--- src/verilog/slc_cfg.svh ---
// Offsets, field positions, reset values and timing counts of the serial-link host command port.
// Assumes inclusion by bare name from the package and design modules.
`ifndef SLC_CFG_SVH
`define SLC_CFG_SVH

// ****************************************
// Register selects (port-level, no bus)
// ****************************************
`define SLC_SEL_COMMAND       1'b0
`define SLC_SEL_DATA          1'b1

// ****************************************
// Command word fields
// ****************************************
`define SLC_CMD_W             16
`define SLC_BIT_IGNORE        31
`define SLC_BIT_WRITE         15
`define SLC_BIT_RESET         14
`define SLC_BIT_REQUEST       13
`define SLC_BIT_EXCHANGE      12
`define SLC_BIT_STARTSTOP     11
`define SLC_TYPE_HI           10
`define SLC_TYPE_LO           8
`define SLC_MASK_HI           7
`define SLC_MASK_LO           0
`define SLC_TYPE_STOP         3'h0
`define SLC_TYPE_NORMAL       3'h1
`define SLC_TYPE_SETUP        3'h7
`define SLC_STOP_ALL_CODE     16'h0800
`define SLC_CMD_IDLE          16'h0000
`define SLC_DATA_RESET        8'h00

// ****************************************
// Local parameter table
// ****************************************
`define SLC_PARAM_DEPTH       8
`define SLC_PARAM_AW          3
`define SLC_IFACE_TYPE        8'h12
`define SLC_IFACE_WIDTH       8'h08
`define SLC_MAJOR_REV         8'h01
`define SLC_MINOR_REV         8'h00
`define SLC_PROC_TYPE         8'h01
`define SLC_CHANNELS          8'h08

// ****************************************
// Timing
// ****************************************
`define SLC_CLK_NS            100
`define SLC_RESET_HOLD_NS     400
`define SLC_RESET_HOLD_CYC    ((`SLC_RESET_HOLD_NS + `SLC_CLK_NS - 1) / `SLC_CLK_NS)
`define SLC_XFER_TIMEOUT_NS   25600
`define SLC_XFER_TIMEOUT_CYC  (`SLC_XFER_TIMEOUT_NS / `SLC_CLK_NS)

`endif

--- src/verilog/slc_pkg.sv ---
// Types shared by the serial-link host command port modules.
// Assumes slc_cfg.svh is on the include path.
`default_nettype none
`include "slc_cfg.svh"

package slc_pkg;
    typedef logic [`SLC_CMD_W-1:0]      slc_cmd_t;
    typedef logic [7:0]                 slc_byte_t;
    typedef logic [`SLC_PARAM_AW-1:0]   slc_paddr_t;

    typedef enum logic [2:0] {
        SLC_OP_NONE,
        SLC_OP_STOP,
        SLC_OP_START,
        SLC_OP_SETUP,
        SLC_OP_EXCHANGE,
        SLC_OP_PREAD,
        SLC_OP_PWRITE
    } slc_op_t;
endpackage

`default_nettype wire

--- src/verilog/slc_param_mem.sv ---
// Small local parameter memory; read data come out of a register.
// Assumes a single clock and synchronous active-high reset from the parent.
`default_nettype none
`include "slc_cfg.svh"

module slc_param_mem (
    input  wire logic               clk,
    input  wire logic               rst,
    input  wire logic               wr_en,
    input  wire slc_pkg::slc_paddr_t addr,
    input  wire slc_pkg::slc_byte_t wr_data,
    output var  slc_pkg::slc_byte_t rd_data
);
    import slc_pkg::*;

    slc_byte_t mem [`SLC_PARAM_DEPTH];

    // Reset reloads the identification bytes; writes may overwrite them until the next reset
    always_ff @(posedge clk) begin
        if (rst) begin
            mem[0] <= `SLC_IFACE_TYPE;
            mem[1] <= `SLC_IFACE_WIDTH;
            mem[2] <= `SLC_MAJOR_REV;
            mem[3] <= `SLC_MINOR_REV;
            mem[4] <= 8'h00;
            mem[5] <= 8'h00;
            mem[6] <= `SLC_PROC_TYPE;
            mem[7] <= `SLC_CHANNELS;
        end else if (wr_en) begin
            mem[addr] <= wr_data;
        end
    end

    always_ff @(posedge clk) begin
        if (rst) begin
            rd_data <= 8'h00;
        end else begin
            rd_data <= mem[addr];
        end
    end
endmodule

`default_nettype wire

--- src/verilog/slc_decode.sv ---
// Combinational decode of a 16-bit command word into one operation.
// Assumes the caller has already removed ignored writes.
`default_nettype none
`include "slc_cfg.svh"

module slc_decode (
    input  wire slc_pkg::slc_cmd_t cmd,
    output var  slc_pkg::slc_op_t  op,
    output var  logic              proc_reset,
    output var  logic              stop_all
);
    import slc_pkg::*;

    wire [2:0] type_bits = cmd[`SLC_TYPE_HI:`SLC_TYPE_LO];

    always_comb begin
        op         = SLC_OP_NONE;
        proc_reset = cmd[`SLC_BIT_RESET];
        stop_all   = (cmd == `SLC_STOP_ALL_CODE);
        if (cmd[`SLC_BIT_REQUEST]) begin
            op = cmd[`SLC_BIT_WRITE] ? SLC_OP_PWRITE : SLC_OP_PREAD;
        end else if (cmd[`SLC_BIT_EXCHANGE]) begin
            op = SLC_OP_EXCHANGE;
        end else if (cmd[`SLC_BIT_STARTSTOP]) begin
            unique case (type_bits)
                `SLC_TYPE_STOP:   op = SLC_OP_STOP;
                `SLC_TYPE_NORMAL: op = SLC_OP_START;
                `SLC_TYPE_SETUP:  op = SLC_OP_SETUP;
                default:          op = SLC_OP_NONE;
            endcase
        end
    end
endmodule

`default_nettype wire

--- src/verilog/slc_command_port.sv ---
// Host command and data port of the serial link interface processor.
// Assumes the host uses a one-cycle strobe interface and synchronous inputs.
//
// How it works
// - Command is 16 bits, low half-word.
// - Bit 15 marks a write command.
// - Bit 14 resets processor, enables download.
// - Bit 13 marks local parameter access.
// - Bit 12 triggers process data exchange.
// - Bit 11 plus type selects stop/start/setup.
// - Bits 7..0 select channels.
// - Write starts command; zero means done.
// - Pending command reads back as written.
// - Stop-all accepted anytime, resets interface.
// - Writes with bit 31 set are dropped.
// - 8-bit data register, low byte.
// - Parameter read: request, poll, read data.
// - Parameter write: data first, then command.
// - Start leaves failed-channel mask in data.
// - Exchange leaves per-channel error mask.
// - Stop-all is 0x0800, clears channel variables.
`default_nettype none
`include "slc_cfg.svh"

module slc_command_port (
    input  wire logic               REF_CLK,
    input  wire logic               RST,
    // Register port
    input  wire logic               REG_WRITE,
    input  wire logic               REG_READ,
    input  wire logic               REG_SEL,
    input  wire logic [31:0]        REG_WDATA,
    output var  logic [31:0]        REG_RDATA,
    // Channel side
    output var  logic [7:0]         CHANNEL_ACTIVE,
    output var  logic               SETUP_MODE,
    output var  logic               PROGRAM_LOAD_ENABLE,
    output var  logic [7:0]         EXCHANGE_REQUEST,
    input  wire logic [7:0]         CHANNEL_PRESENT,
    input  wire logic [7:0]         EXCHANGE_DONE,
    input  wire logic [7:0]         EXCHANGE_ERROR,
    output var  logic               CHANNEL_VARS_CLEAR
);
    import slc_pkg::*;

    typedef enum logic [2:0] {
        SLC_IDLE,
        SLC_EXEC,
        SLC_WAIT_XFER,
        SLC_PARAM_RD,
        SLC_HOLD_RESET
    } slc_state_t;

    // ****************************************
    // Registers and state
    // ****************************************
    slc_state_t state;
    slc_cmd_t   command_word;
    slc_byte_t  parameter_byte;
    slc_byte_t  active;
    slc_byte_t  pending;
    slc_byte_t  xfer_err;
    logic [15:0] timer;
    logic       setup;
    logic       load_en;
    logic       vars_clear;

    slc_op_t    op;
    logic       proc_reset;
    logic       stop_all;
    slc_byte_t  mem_rdata;

    // ****************************************
    // Host write decode
    // ****************************************
    wire        write_ok     = REG_WRITE && !REG_WDATA[`SLC_BIT_IGNORE];
    wire        cmd_write    = write_ok && (REG_SEL == `SLC_SEL_COMMAND);
    wire        data_write   = write_ok && (REG_SEL == `SLC_SEL_DATA);
    wire        busy         = (command_word != `SLC_CMD_IDLE);
    wire        stop_all_in  = cmd_write && (REG_WDATA[15:0] == `SLC_STOP_ALL_CODE);
    // A new command is only taken when idle, stop-all is always taken
    wire        accept       = cmd_write && (!busy || stop_all_in);
    wire [7:0]  mask         = command_word[`SLC_MASK_HI:`SLC_MASK_LO];
    wire slc_paddr_t paddr   = slc_paddr_t'(command_word[`SLC_MASK_HI:`SLC_MASK_LO]);
    wire        param_wr     = (state == SLC_EXEC) && (op == SLC_OP_PWRITE);
    wire        xfer_all     = ((pending & ~EXCHANGE_DONE) == 8'h00);
    wire        timed_out    = (timer == 16'(`SLC_XFER_TIMEOUT_CYC));

    slc_decode u_decode (
        .cmd        (command_word),
        .op         (op),
        .proc_reset (proc_reset),
        .stop_all   (stop_all)
    );

    slc_param_mem u_param (
        .clk     (REF_CLK),
        .rst     (RST),
        .wr_en   (param_wr),
        .addr    (paddr),
        .wr_data (parameter_byte),
        .rd_data (mem_rdata)
    );

    // ****************************************
    // Command register
    // ****************************************
    // The command stays readable as written until the machine clears it
    always_ff @(posedge REF_CLK) begin
        if (RST) begin
            command_word <= `SLC_CMD_IDLE;
        end else if (accept) begin
            command_word <= REG_WDATA[`SLC_CMD_W-1:0];
        end else if (state != SLC_IDLE && state != SLC_EXEC && done_now()) begin
            command_word <= `SLC_CMD_IDLE;
        end
    end

    function automatic logic done_now();
        unique case (state)
            SLC_WAIT_XFER:  done_now = xfer_all || timed_out;
            SLC_PARAM_RD:   done_now = 1'b1;
            SLC_HOLD_RESET: done_now = (timer == 16'(`SLC_RESET_HOLD_CYC));
            default:        done_now = 1'b0;
        endcase
    endfunction

    // ****************************************
    // Execution state machine
    // ****************************************
    always_ff @(posedge REF_CLK) begin
        if (RST) begin
            state          <= SLC_IDLE;
            active         <= 8'h00;
            setup          <= 1'b0;
            load_en        <= 1'b0;
            pending        <= 8'h00;
            xfer_err       <= 8'h00;
            timer          <= 16'h0000;
            vars_clear     <= 1'b0;
            parameter_byte <= `SLC_DATA_RESET;
        end else begin
            vars_clear <= 1'b0;
            if (accept) begin
                state <= SLC_EXEC;
                timer <= 16'h0000;
            end else begin
                unique case (state)
                    SLC_IDLE: begin
                        if (data_write) begin
                            parameter_byte <= REG_WDATA[7:0];
                        end
                    end
                    SLC_EXEC: begin
                        state <= SLC_PARAM_RD;
                        if (proc_reset) begin
                            // Hold the processor in reset briefly; channels drop with it
                            load_en <= 1'b1;
                            active  <= 8'h00;
                            pending <= 8'h00;
                            state   <= SLC_HOLD_RESET;
                        end else if (stop_all) begin
                            // An exchange cut short by the stop is dropped, or its request would hang
                            active     <= 8'h00;
                            setup      <= 1'b0;
                            pending    <= 8'h00;
                            xfer_err   <= 8'h00;
                            vars_clear <= 1'b1;
                        end else begin
                            load_en <= 1'b0;
                            unique case (op)
                                SLC_OP_STOP: active <= active & ~mask;
                                SLC_OP_START, SLC_OP_SETUP: begin
                                    active         <= active | (mask & CHANNEL_PRESENT);
                                    setup          <= (op == SLC_OP_SETUP);
                                    parameter_byte <= mask & ~CHANNEL_PRESENT;
                                end
                                SLC_OP_EXCHANGE: begin
                                    pending  <= mask;
                                    xfer_err <= 8'h00;
                                    state    <= SLC_WAIT_XFER;
                                end
                                default: begin
                                end
                            endcase
                        end
                    end
                    SLC_WAIT_XFER: begin
                        timer    <= timer + 16'h0001;
                        pending  <= pending & ~EXCHANGE_DONE;
                        xfer_err <= xfer_err | (pending & EXCHANGE_DONE & EXCHANGE_ERROR);
                        if (done_now()) begin
                            // Channels still pending at timeout count as failed
                            parameter_byte <= xfer_err | (pending & EXCHANGE_DONE & EXCHANGE_ERROR)
                                              | (timed_out ? (pending & ~EXCHANGE_DONE) : 8'h00);
                            pending        <= 8'h00;
                            state          <= SLC_IDLE;
                        end
                    end
                    SLC_PARAM_RD: begin
                        if (op == SLC_OP_PREAD) begin
                            parameter_byte <= mem_rdata;
                        end
                        state <= SLC_IDLE;
                    end
                    SLC_HOLD_RESET: begin
                        timer <= timer + 16'h0001;
                        if (done_now()) begin
                            state <= SLC_IDLE;
                        end
                    end
                endcase
            end
        end
    end

    // ****************************************
    // Outputs
    // ****************************************
    always_ff @(posedge REF_CLK) begin
        if (RST) begin
            REG_RDATA <= 32'h0000_0000;
        end else if (REG_READ) begin
            REG_RDATA <= (REG_SEL == `SLC_SEL_COMMAND) ? {16'h0000, command_word}
                                                        : {24'h00_0000, parameter_byte};
        end
    end

    assign CHANNEL_ACTIVE      = active;
    assign SETUP_MODE          = setup;
    assign PROGRAM_LOAD_ENABLE = load_en;
    assign EXCHANGE_REQUEST    = pending;
    assign CHANNEL_VARS_CLEAR  = vars_clear;
endmodule

`default_nettype wire

--- config.mk ---
export PLATFORM = sky130hd
export DESIGN_NAME = slc_command_port
export DESIGN_NICKNAME = d
export VERILOG_FILES = /design/src/verilog/slc_pkg.sv /design/src/verilog/slc_param_mem.sv /design/src/verilog/slc_decode.sv /design/src/verilog/slc_command_port.sv
export VERILOG_INCLUDE_DIRS = /design/src /design/src/verilog
export SDC_FILE = /design/constraint.sdc
export NUM_CORES = 1
export LEC_CHECK = 0
export CAP_MARGIN = 0
export CORE_MARGIN = 3
export CORE_UTILIZATION = 64
export DETAILED_ROUTE_END_ITERATION = 8
export DONT_BUFFER_PORTS = 1
export HOLD_SLACK_MARGIN = 0.1
export PLACE_DENSITY = 0.84
export SLEW_MARGIN = 20
export SYNTH_ARGS = -nofsm -noshare
export SYNTH_HDL_FRONTEND = slang
export SYNTH_SLANG_ARGS = --single-unit
--- constraint.sdc ---
create_clock -name REF_CLK -period 2.84 [get_ports REF_CLK]
set_input_delay 0.142 -clock REF_CLK [delete_from_list [all_inputs] [get_ports REF_CLK]]
set_output_delay 0.142 -clock REF_CLK [all_outputs]
set_load 0.01 [all_outputs]
==> flow_summary_export.csv, run 1 <==
group,metric,value,unit
detailed_routing,drt-initial-drc-count,819,
sta,setup_viol,0,
power,switching_power,1250,uW
clocking,clock_path_buffers,2,
logic_synthesis,synth_warnings,0,
layout,seq_area,0.00380,mm2
logic_synthesis,synthFlopType,"dfxtp_1",
layout,fillers,681,
placement,portBuffers,0,
clocking,cts_tree,"built",
placement,gp_congestion,0.929,
sta,max_freq,377,MHz
sta,slew_viol_final,0,
worst_setup_path,worstSetupEndpointType,"flip-flop",
detailed_routing,via_per_inst,6.50,
sta,hold_viol_final,0,
layout,final_common_cell,"nor2_1",
power,power.internal,3870,uW
logic_synthesis,syn_inst,738,
min_path,holdPathStages,3,
worst_setup_path,crit_arrival,2970,ps
power,comb_power_share,9.5,%
clocking,cts_resized,0,
sta,postLayoutSetupSlackWorst,189,ps
floorplanning,core_area,0.0115,mm2
detailed_routing,drc,0,
worst_setup_path,cp_slowest_cell,"a2111oi_4",
logic_synthesis,synth_seq_cells,158,
detailed_routing,ant_nets,0,
worst_setup_path,cp.required,3150,ps
grt,antenna_found_initial,0,
worst_setup_path,reg2reg_depth,6,
power,pwr-share-seq,48.9,%
floorplanning,die_h,115,um
sta,relSlewSlack,35.5,%
sta,layout_min_cycle_time,2650,ps
detailed_routing,first_pass_iters,5,
floorplanning,pin_count,112,
grt,gr-total-overflow,0,
grt,grtUsageTotal,31.0,%
logic_synthesis,netlist_area,0.00755,mm2
clocking,post-cts-setup-buffers,0,
grt,grt_pass1_vias,6075,
logic_synthesis,async_flop_share,0,%
grt,grt_max_degree,54,
worst_setup_path,worst-path-buf-inv,0,
power,p_sw_share,24.4,%
clocking,clock-sinks,158,
placement,hpwl,13000,um
clocking,numCtsBuffers,17,
power,irDropWorstVdd,0.605,mV
worst_setup_path,start_kind,"flip-flop",
clocking,worstSkewPairLatency,430,ps
layout,final_cell_mix,"97 x nor2_1, 94 x dfxtp_1, 64 x edfxtp_1, 58 x and2_1, 53 x a21oi_1",
placement,dp_slack,349,ps
worst_setup_path,criticalPathCategory,"reg -> reg",
detailed_routing,routedWlPerCell,21.2,um
worst_setup_path,crit_cells,6,
clocking,clkSlewWorstSetupHoldPaths,60,ps
job,drv_cap,0,
floorplanning,dieWidth,115,um
floorplanning,placementRows,39,
logic_synthesis,synth-seq-area-share,50.4,%
power,leakage,0.00299,uW
worst_setup_path,cp_cell_sequence,"nor4_1, nand4b_2, nand2b_4, a2111oi_4, o21ai_0, a22o_1",
layout,post_route_cells_drive_above_1_share,10.6,%
sta,rsz0062_at_grt,"false",
min_path,hold_path.class,"in -> reg",
clocking,root_buffer,"clkbuf_16",
detailed_routing,drt_wl_total,19900,um
power,pwr-share-clk,41.6,%
grt,grt_pass1_wl,31000,um
clocking,cts.htree.levels,4,
logic_synthesis,synth.avg_cell_area,10.2,um2
power,powerDensity,589,mW/mm2
floorplanning,die_area,0.0131,mm2
logic_synthesis,yosysUniqueCellTypes,66,
logic_synthesis,synth_edf_count,64,
worst_setup_path,critPathMaxFanout,9,
floorplanning,start_util,65.8,%
detailed_routing,vias,6120,
status,status,"completed",
layout,final_nets,849,
layout,antenna_cells,0,
worst_setup_path,crit_family,"compound AO/OA/AOI/OAI gates",
layout,synthToLayoutAreaGrowth,15.0,%
layout,multi_input_area,0.00347,mm2
sta,setup-tns-final,0,ps
worst_setup_path,max_stage_delay,610,ps
sta,finalClockSkew,10.4,ps
sta,worst_slew_pin_slew,965,ps
sta,finalCritPeriodShare,93.3,%
[worst register-to-register path: stages, from the launching register on]
cell and delay (ps):
dfxtp_1 420, nor4_1 450, nand4b_2 300, nand2b_4 260
a2111oi_4 610, o21ai_0 250, a22o_1 260
[synthesized netlist by cell type (all sizes together), types with 2 or more instances]
cell	number	area share, %
nor2b	12	0.99
nand4	3	0.25
inv	11	0.55
a211oi	9	0.89
nor3b	2	0.35
a21oi	55	3.8
xor2	7	0.81
and2	58	4.8
clkbuf	20	0.99
or4	3	0.35
edfxtp	64	25
ha	2	0.33
o311ai	7	0.81
a2111oi	3	0.85
o21ai	20	1.3
a22o	9	1.0
dfxtp	94	25
a22oi	17	1.7
nand4b	4	0.55
or3	10	0.83
nand2	37	1.8
or3b	9	1.0
xnor2	9	1.0
o22ai	8	0.85
o21a	10	1.1
and3	2	0.17
mux2i	28	3.7
nor4	9	0.91
and4	2	0.23
nor4bb	2	0.27
nor2	97	4.8
nand3b	9	0.89
a32o	7	0.93
mux4	10	3.0
or2	2	0.17
nand2b	14	1.3
buf	33	2.8
nor3	6	0.46
nand3	23	1.5
[cells by family after synthesis]
family,after synthesis,share of synthesized area [%]
compound gates,152,14.3
mux,38,6.69
xor+xnor,16,1.86
flops,158,50.4
buf+inv,65,4.41
fa+ha+maj,2,0.331
other cells,1,0.0497
simple gates,306,22.0
[power groups by stage]
stage,Combinational [uW],Clock [uW],Sequential (uW)
final,485,2130,2500
after global routing,522,2220,2500
after CTS,470,2140,2490
after detailed placement,387,0,2540
after global placement,374,0,2540
after floorplan,339,0,2510
[routing by layer]
| layer | vias to the layer above | wire length, um | GRT usage [%] |
|---|---|---|---|
| li1 | 2740 | - | - |
| met1 | 2930 | 7190 | 36.3 |
| met2 | 351 | 9750 | 50.1 |
| met3 | 99 | 1810 | 8.25 |
| met4 | 0 | 1190 | 20.0 |
| met5 | - | 0 | 0 |
[worst paths after layout]
path                        start                   to  slack, ps
setup / recovery  command_word[3]  EXCHANGE_REQUEST[2]        190
hold reg to reg       xfer_err[2]          xfer_err[2]        460
setup reg to reg  command_word[3]  EXCHANGE_REQUEST[2]        190
hold / removal      REG_WDATA[15]   CHANNEL_VARS_CLEAR        100
[stage by stage]
stage	std cells	power (uW)	instance area (um2)	util [%]	hold slack, ps
4_1_cts	942	5100	8680	75.7	100
6_report	942	5110	8680	75.7	99.0
2_1_floorplan	753	2850	7610	-	290
3_5_place_dp	864	2930	7660	66.8	220
5_1_grt	942	5250	8680	75.7	133
3_3_place_gp	864	2910	7660	66.8	219
[registers in the layout (all words and copies together) (netlist names)]
signal / cells
u_param.mem: 64
PROGRAM_LOAD_ENABLE: 1
REG_RDATA: 16
timer: 16
xfer_err: 8
parameter_byte: 8
CHANNEL_VARS_CLEAR: 1
u_param.rd_data: 8
state: 3
CHANNEL_ACTIVE: 8
command_word: 16
EXCHANGE_REQUEST: 8
SETUP_MODE: 1
[repair_timing]
action                                  in CTS  in global routing
hold buffers                                46                  0
endpoints found under the setup margin       0                  1
endpoints found under the hold margin       75                  0
[cell type report]
class	count	area share, %
clock buffer	21	5.30
multi-input combinational	530	40.0
sequential	158	43.8
clock inverter	11	1.08
inverter	12	0.519
tap	143	2.06
timing repair buffer	67	7.24
Power figures use the tool's default switching activity.
==> run 2, diff against run 1 <==
--- a/config.mk
+++ b/config.mk
@@ -8,11 +8,11 @@
 export LEC_CHECK = 0
 export CAP_MARGIN = 0
 export CORE_MARGIN = 3
-export CORE_UTILIZATION = 64
+export CORE_UTILIZATION = 57
 export DETAILED_ROUTE_END_ITERATION = 8
 export DONT_BUFFER_PORTS = 1
 export HOLD_SLACK_MARGIN = 0.1
-export PLACE_DENSITY = 0.84
+export PLACE_DENSITY = 0.79
 export SLEW_MARGIN = 20
 export SYNTH_ARGS = -nofsm -noshare
 export SYNTH_HDL_FRONTEND = slang
==> constraint.sdc (replaced) <==
create_clock -name REF_CLK -period 2.43 [get_ports REF_CLK]
set_input_delay 0.1215 -clock REF_CLK [delete_from_list [all_inputs] [get_ports REF_CLK]]
set_output_delay 0.1215 -clock REF_CLK [all_outputs]
set_load 0.01 [all_outputs]
==> run 2 against run 1 <==
Against the previous run: total power rose by 20%; final area rose by 2.2%; die area is 12% higher; first-iteration DRC count shrank 17%; via count is 0.33% lower; global-route usage decreased by 1.7 points; utilization down 6.2 points; flip-flop and latch count unchanged; setup slack got worse by 170 ps; non-clock buffer count increased by 17; critical endpoint unchanged; largest cell class unchanged.
==> flow_summary_export.csv, run 2 (synthesis gave the netlist of run 1 again) <==
group,metric,value,unit
status,status,"completed",
layout,final_common_cell,"nor2_1",
clocking,numCtsBuffers,17,
detailed_routing,first_pass_iters,6,
grt,gr-total-overflow,0,
power,switching_power,1470,uW
layout,postLayoutCoreUtil,69.5,%
sta,layout_min_cycle_time,2410,ps
worst_setup_path,cp.required,2800,ps
layout,stdcell_area,0.00887,mm2
sta,slew_viol_final,0,
floorplanning,pin_count,112,
layout,regMostFlops,"u_param.mem",
sta,finalClockSkew,8.70,ps
min_path,worstHoldStart,"EXCHANGE_DONE[5]",
clocking,cts_tree,"built",
grt,grt_pass1_vias,6028,
detailed_routing,drt-initial-drc-count,682,
detailed_routing,vias,6100,
layout,synthToLayoutAreaGrowth,17.5,%
floorplanning,dieWidth,121,um
grt,grtUsageTotal,29.2,%
sta,worst_slew_pin_slew,960,ps
layout,largest_reg_flops,64,
grt,grt_max_degree,54,
worst_setup_path,start_kind,"input port",
grt,grt_pass1_wl,32500,um
layout,antenna_cells,0,
floorplanning,start_util,59.1,%
sta,hold_viol_final,0,
worst_setup_path,worstSetupEndpointType,"flip-flop",
worst_setup_path,critPathMaxFanout,10,
placement,gp_congestion,0.891,
sta,max_freq,415,MHz
power,irDropWorstVdd,0.505,mV
worst_setup_path,r2r-start,"command_word[10]",
floorplanning,die_h,121,um
power,pwr-share-clk,42.9,%
floorplanning,core_area,0.0128,mm2
power,powerDensity,693,mW/mm2
clocking,clock_path_buffers,2,
detailed_routing,drt_wl_total,21300,um
clocking,cts.htree.levels,4,
placement,placed_area,0.00782,mm2
detailed_routing,ant_nets,0,
job,drv_cap,0,
placement,hpwl,13700,um
worst_setup_path,crit_arrival,2780,ps
power,pwr-share-seq,47.2,%
layout,final_nets,866,
detailed_routing,drc,0,
clocking,clkSlewWorstSetupHoldPaths,60,ps
layout,post_route_cells_drive_above_1_share,12.6,%
power,power.internal,4680,uW
worst_setup_path,criticalPathCategory,"in -> reg",
clocking,clock-sinks,158,
floorplanning,die_area,0.0147,mm2
sta,setup_viol,0,
layout,fin_cells,988,
sta,rsz0062_at_grt,"true",
sta,relSlewSlack,35.5,%
placement,dp_cells,910,
power,p_sw_share,23.8,%
power,comb_power_share,9.8,%
grt,antenna_found_initial,0,
clocking,root_buffer,"clkbuf_16",
placement,portBuffers,0,
clocking,worstSkewPairLatency,430,ps
detailed_routing,via_per_inst,6.17,
detailed_routing,routedWlPerCell,21.6,um
floorplanning,placementRows,41,
min_path,hold_path.class,"in -> reg",
worst_setup_path,cp-startpoint,"REG_WDATA[0]",
layout,final_cell_mix,"96 x nor2_1, 94 x dfxtp_1, 64 x edfxtp_1, 58 x and2_1, 53 x a21oi_1",
sta,finalCritPeriodShare,99.3,%
power,leakage,0.00311,uW
==> run 2: cell count changes in the layout (fill, tap and decap cells not counted), sizes merged <==
cell,change
bufinv,+2
clkbuf,-2
buf,+17
clkinv,+4
clkinvlp,-4
==> run 2: worst paths after layout <==
path	to	slack (ps)	cells past startpoint
worst max-delay path	EXCHANGE_REQUEST[2]	20	7
worst min-delay path	parameter_byte[5]	120	5
worst max register to register	EXCHANGE_REQUEST[2]	30	6
worst min register to register	xfer_err[1]	460	1
==> run 2: layout make-up <==
type	instances	area (um2)
fillers	954	3900
flip-flops and latches	158	3800
multi-input cells	530	3470
repair buffers	84	756
clock buffers	19	433
well taps	172	215
clock inverters	13	148
inverters	12	45.0
==> run 2: repair_timing <==
action | CTS | global route
buffers inserted | 0 | 0
hold endpoints to repair | 75 | 0
endpoints found under the setup margin | 0 | 10
resized for setup | 0 | 1
hold buffers | 46 | 0
==> run 2: critical path, cell delays in order <==
cell,delay [ps]
dlygate4sd3_1,670
or4b_1,220
or3_1,160
o22ai_4,140
or4_1,450
nor3_1,750
a22o_1,270
==> run 2: power groups by stage <==
stage / registers (uW) / logic, uW / clock network (uW)
after floorplan: 2930 / 397 / 0
after CTS: 2900 / 590 / 2660
final: 2900 / 605 / 2640
after detailed placement: 2960 / 490 / 0
after global routing: 2910 / 649 / 2770
after global placement: 2950 / 479 / 0
==> run 2: metal layers <==
metal	track usage (%)	up-vias	wire length, um
met2	49.7	334	10700
met4	16.0	0	1070
met5	0	-	0
met3	6.06	87	1610
met1	34.5	2899	7940
li1	-	2780	-
==> run 2: through the flow <==
stage	hold slack [ps]	TNS [ps]	setup WS (ps)	power, uW
floorplan	270	-2540	-85.4	3330
global placement	203	0	198	3430
detailed placement	206	0	148	3450
CTS	110	0	64.8	6150
global route	158	-172	-29.1	6330
finish	121	0	17.7	6150
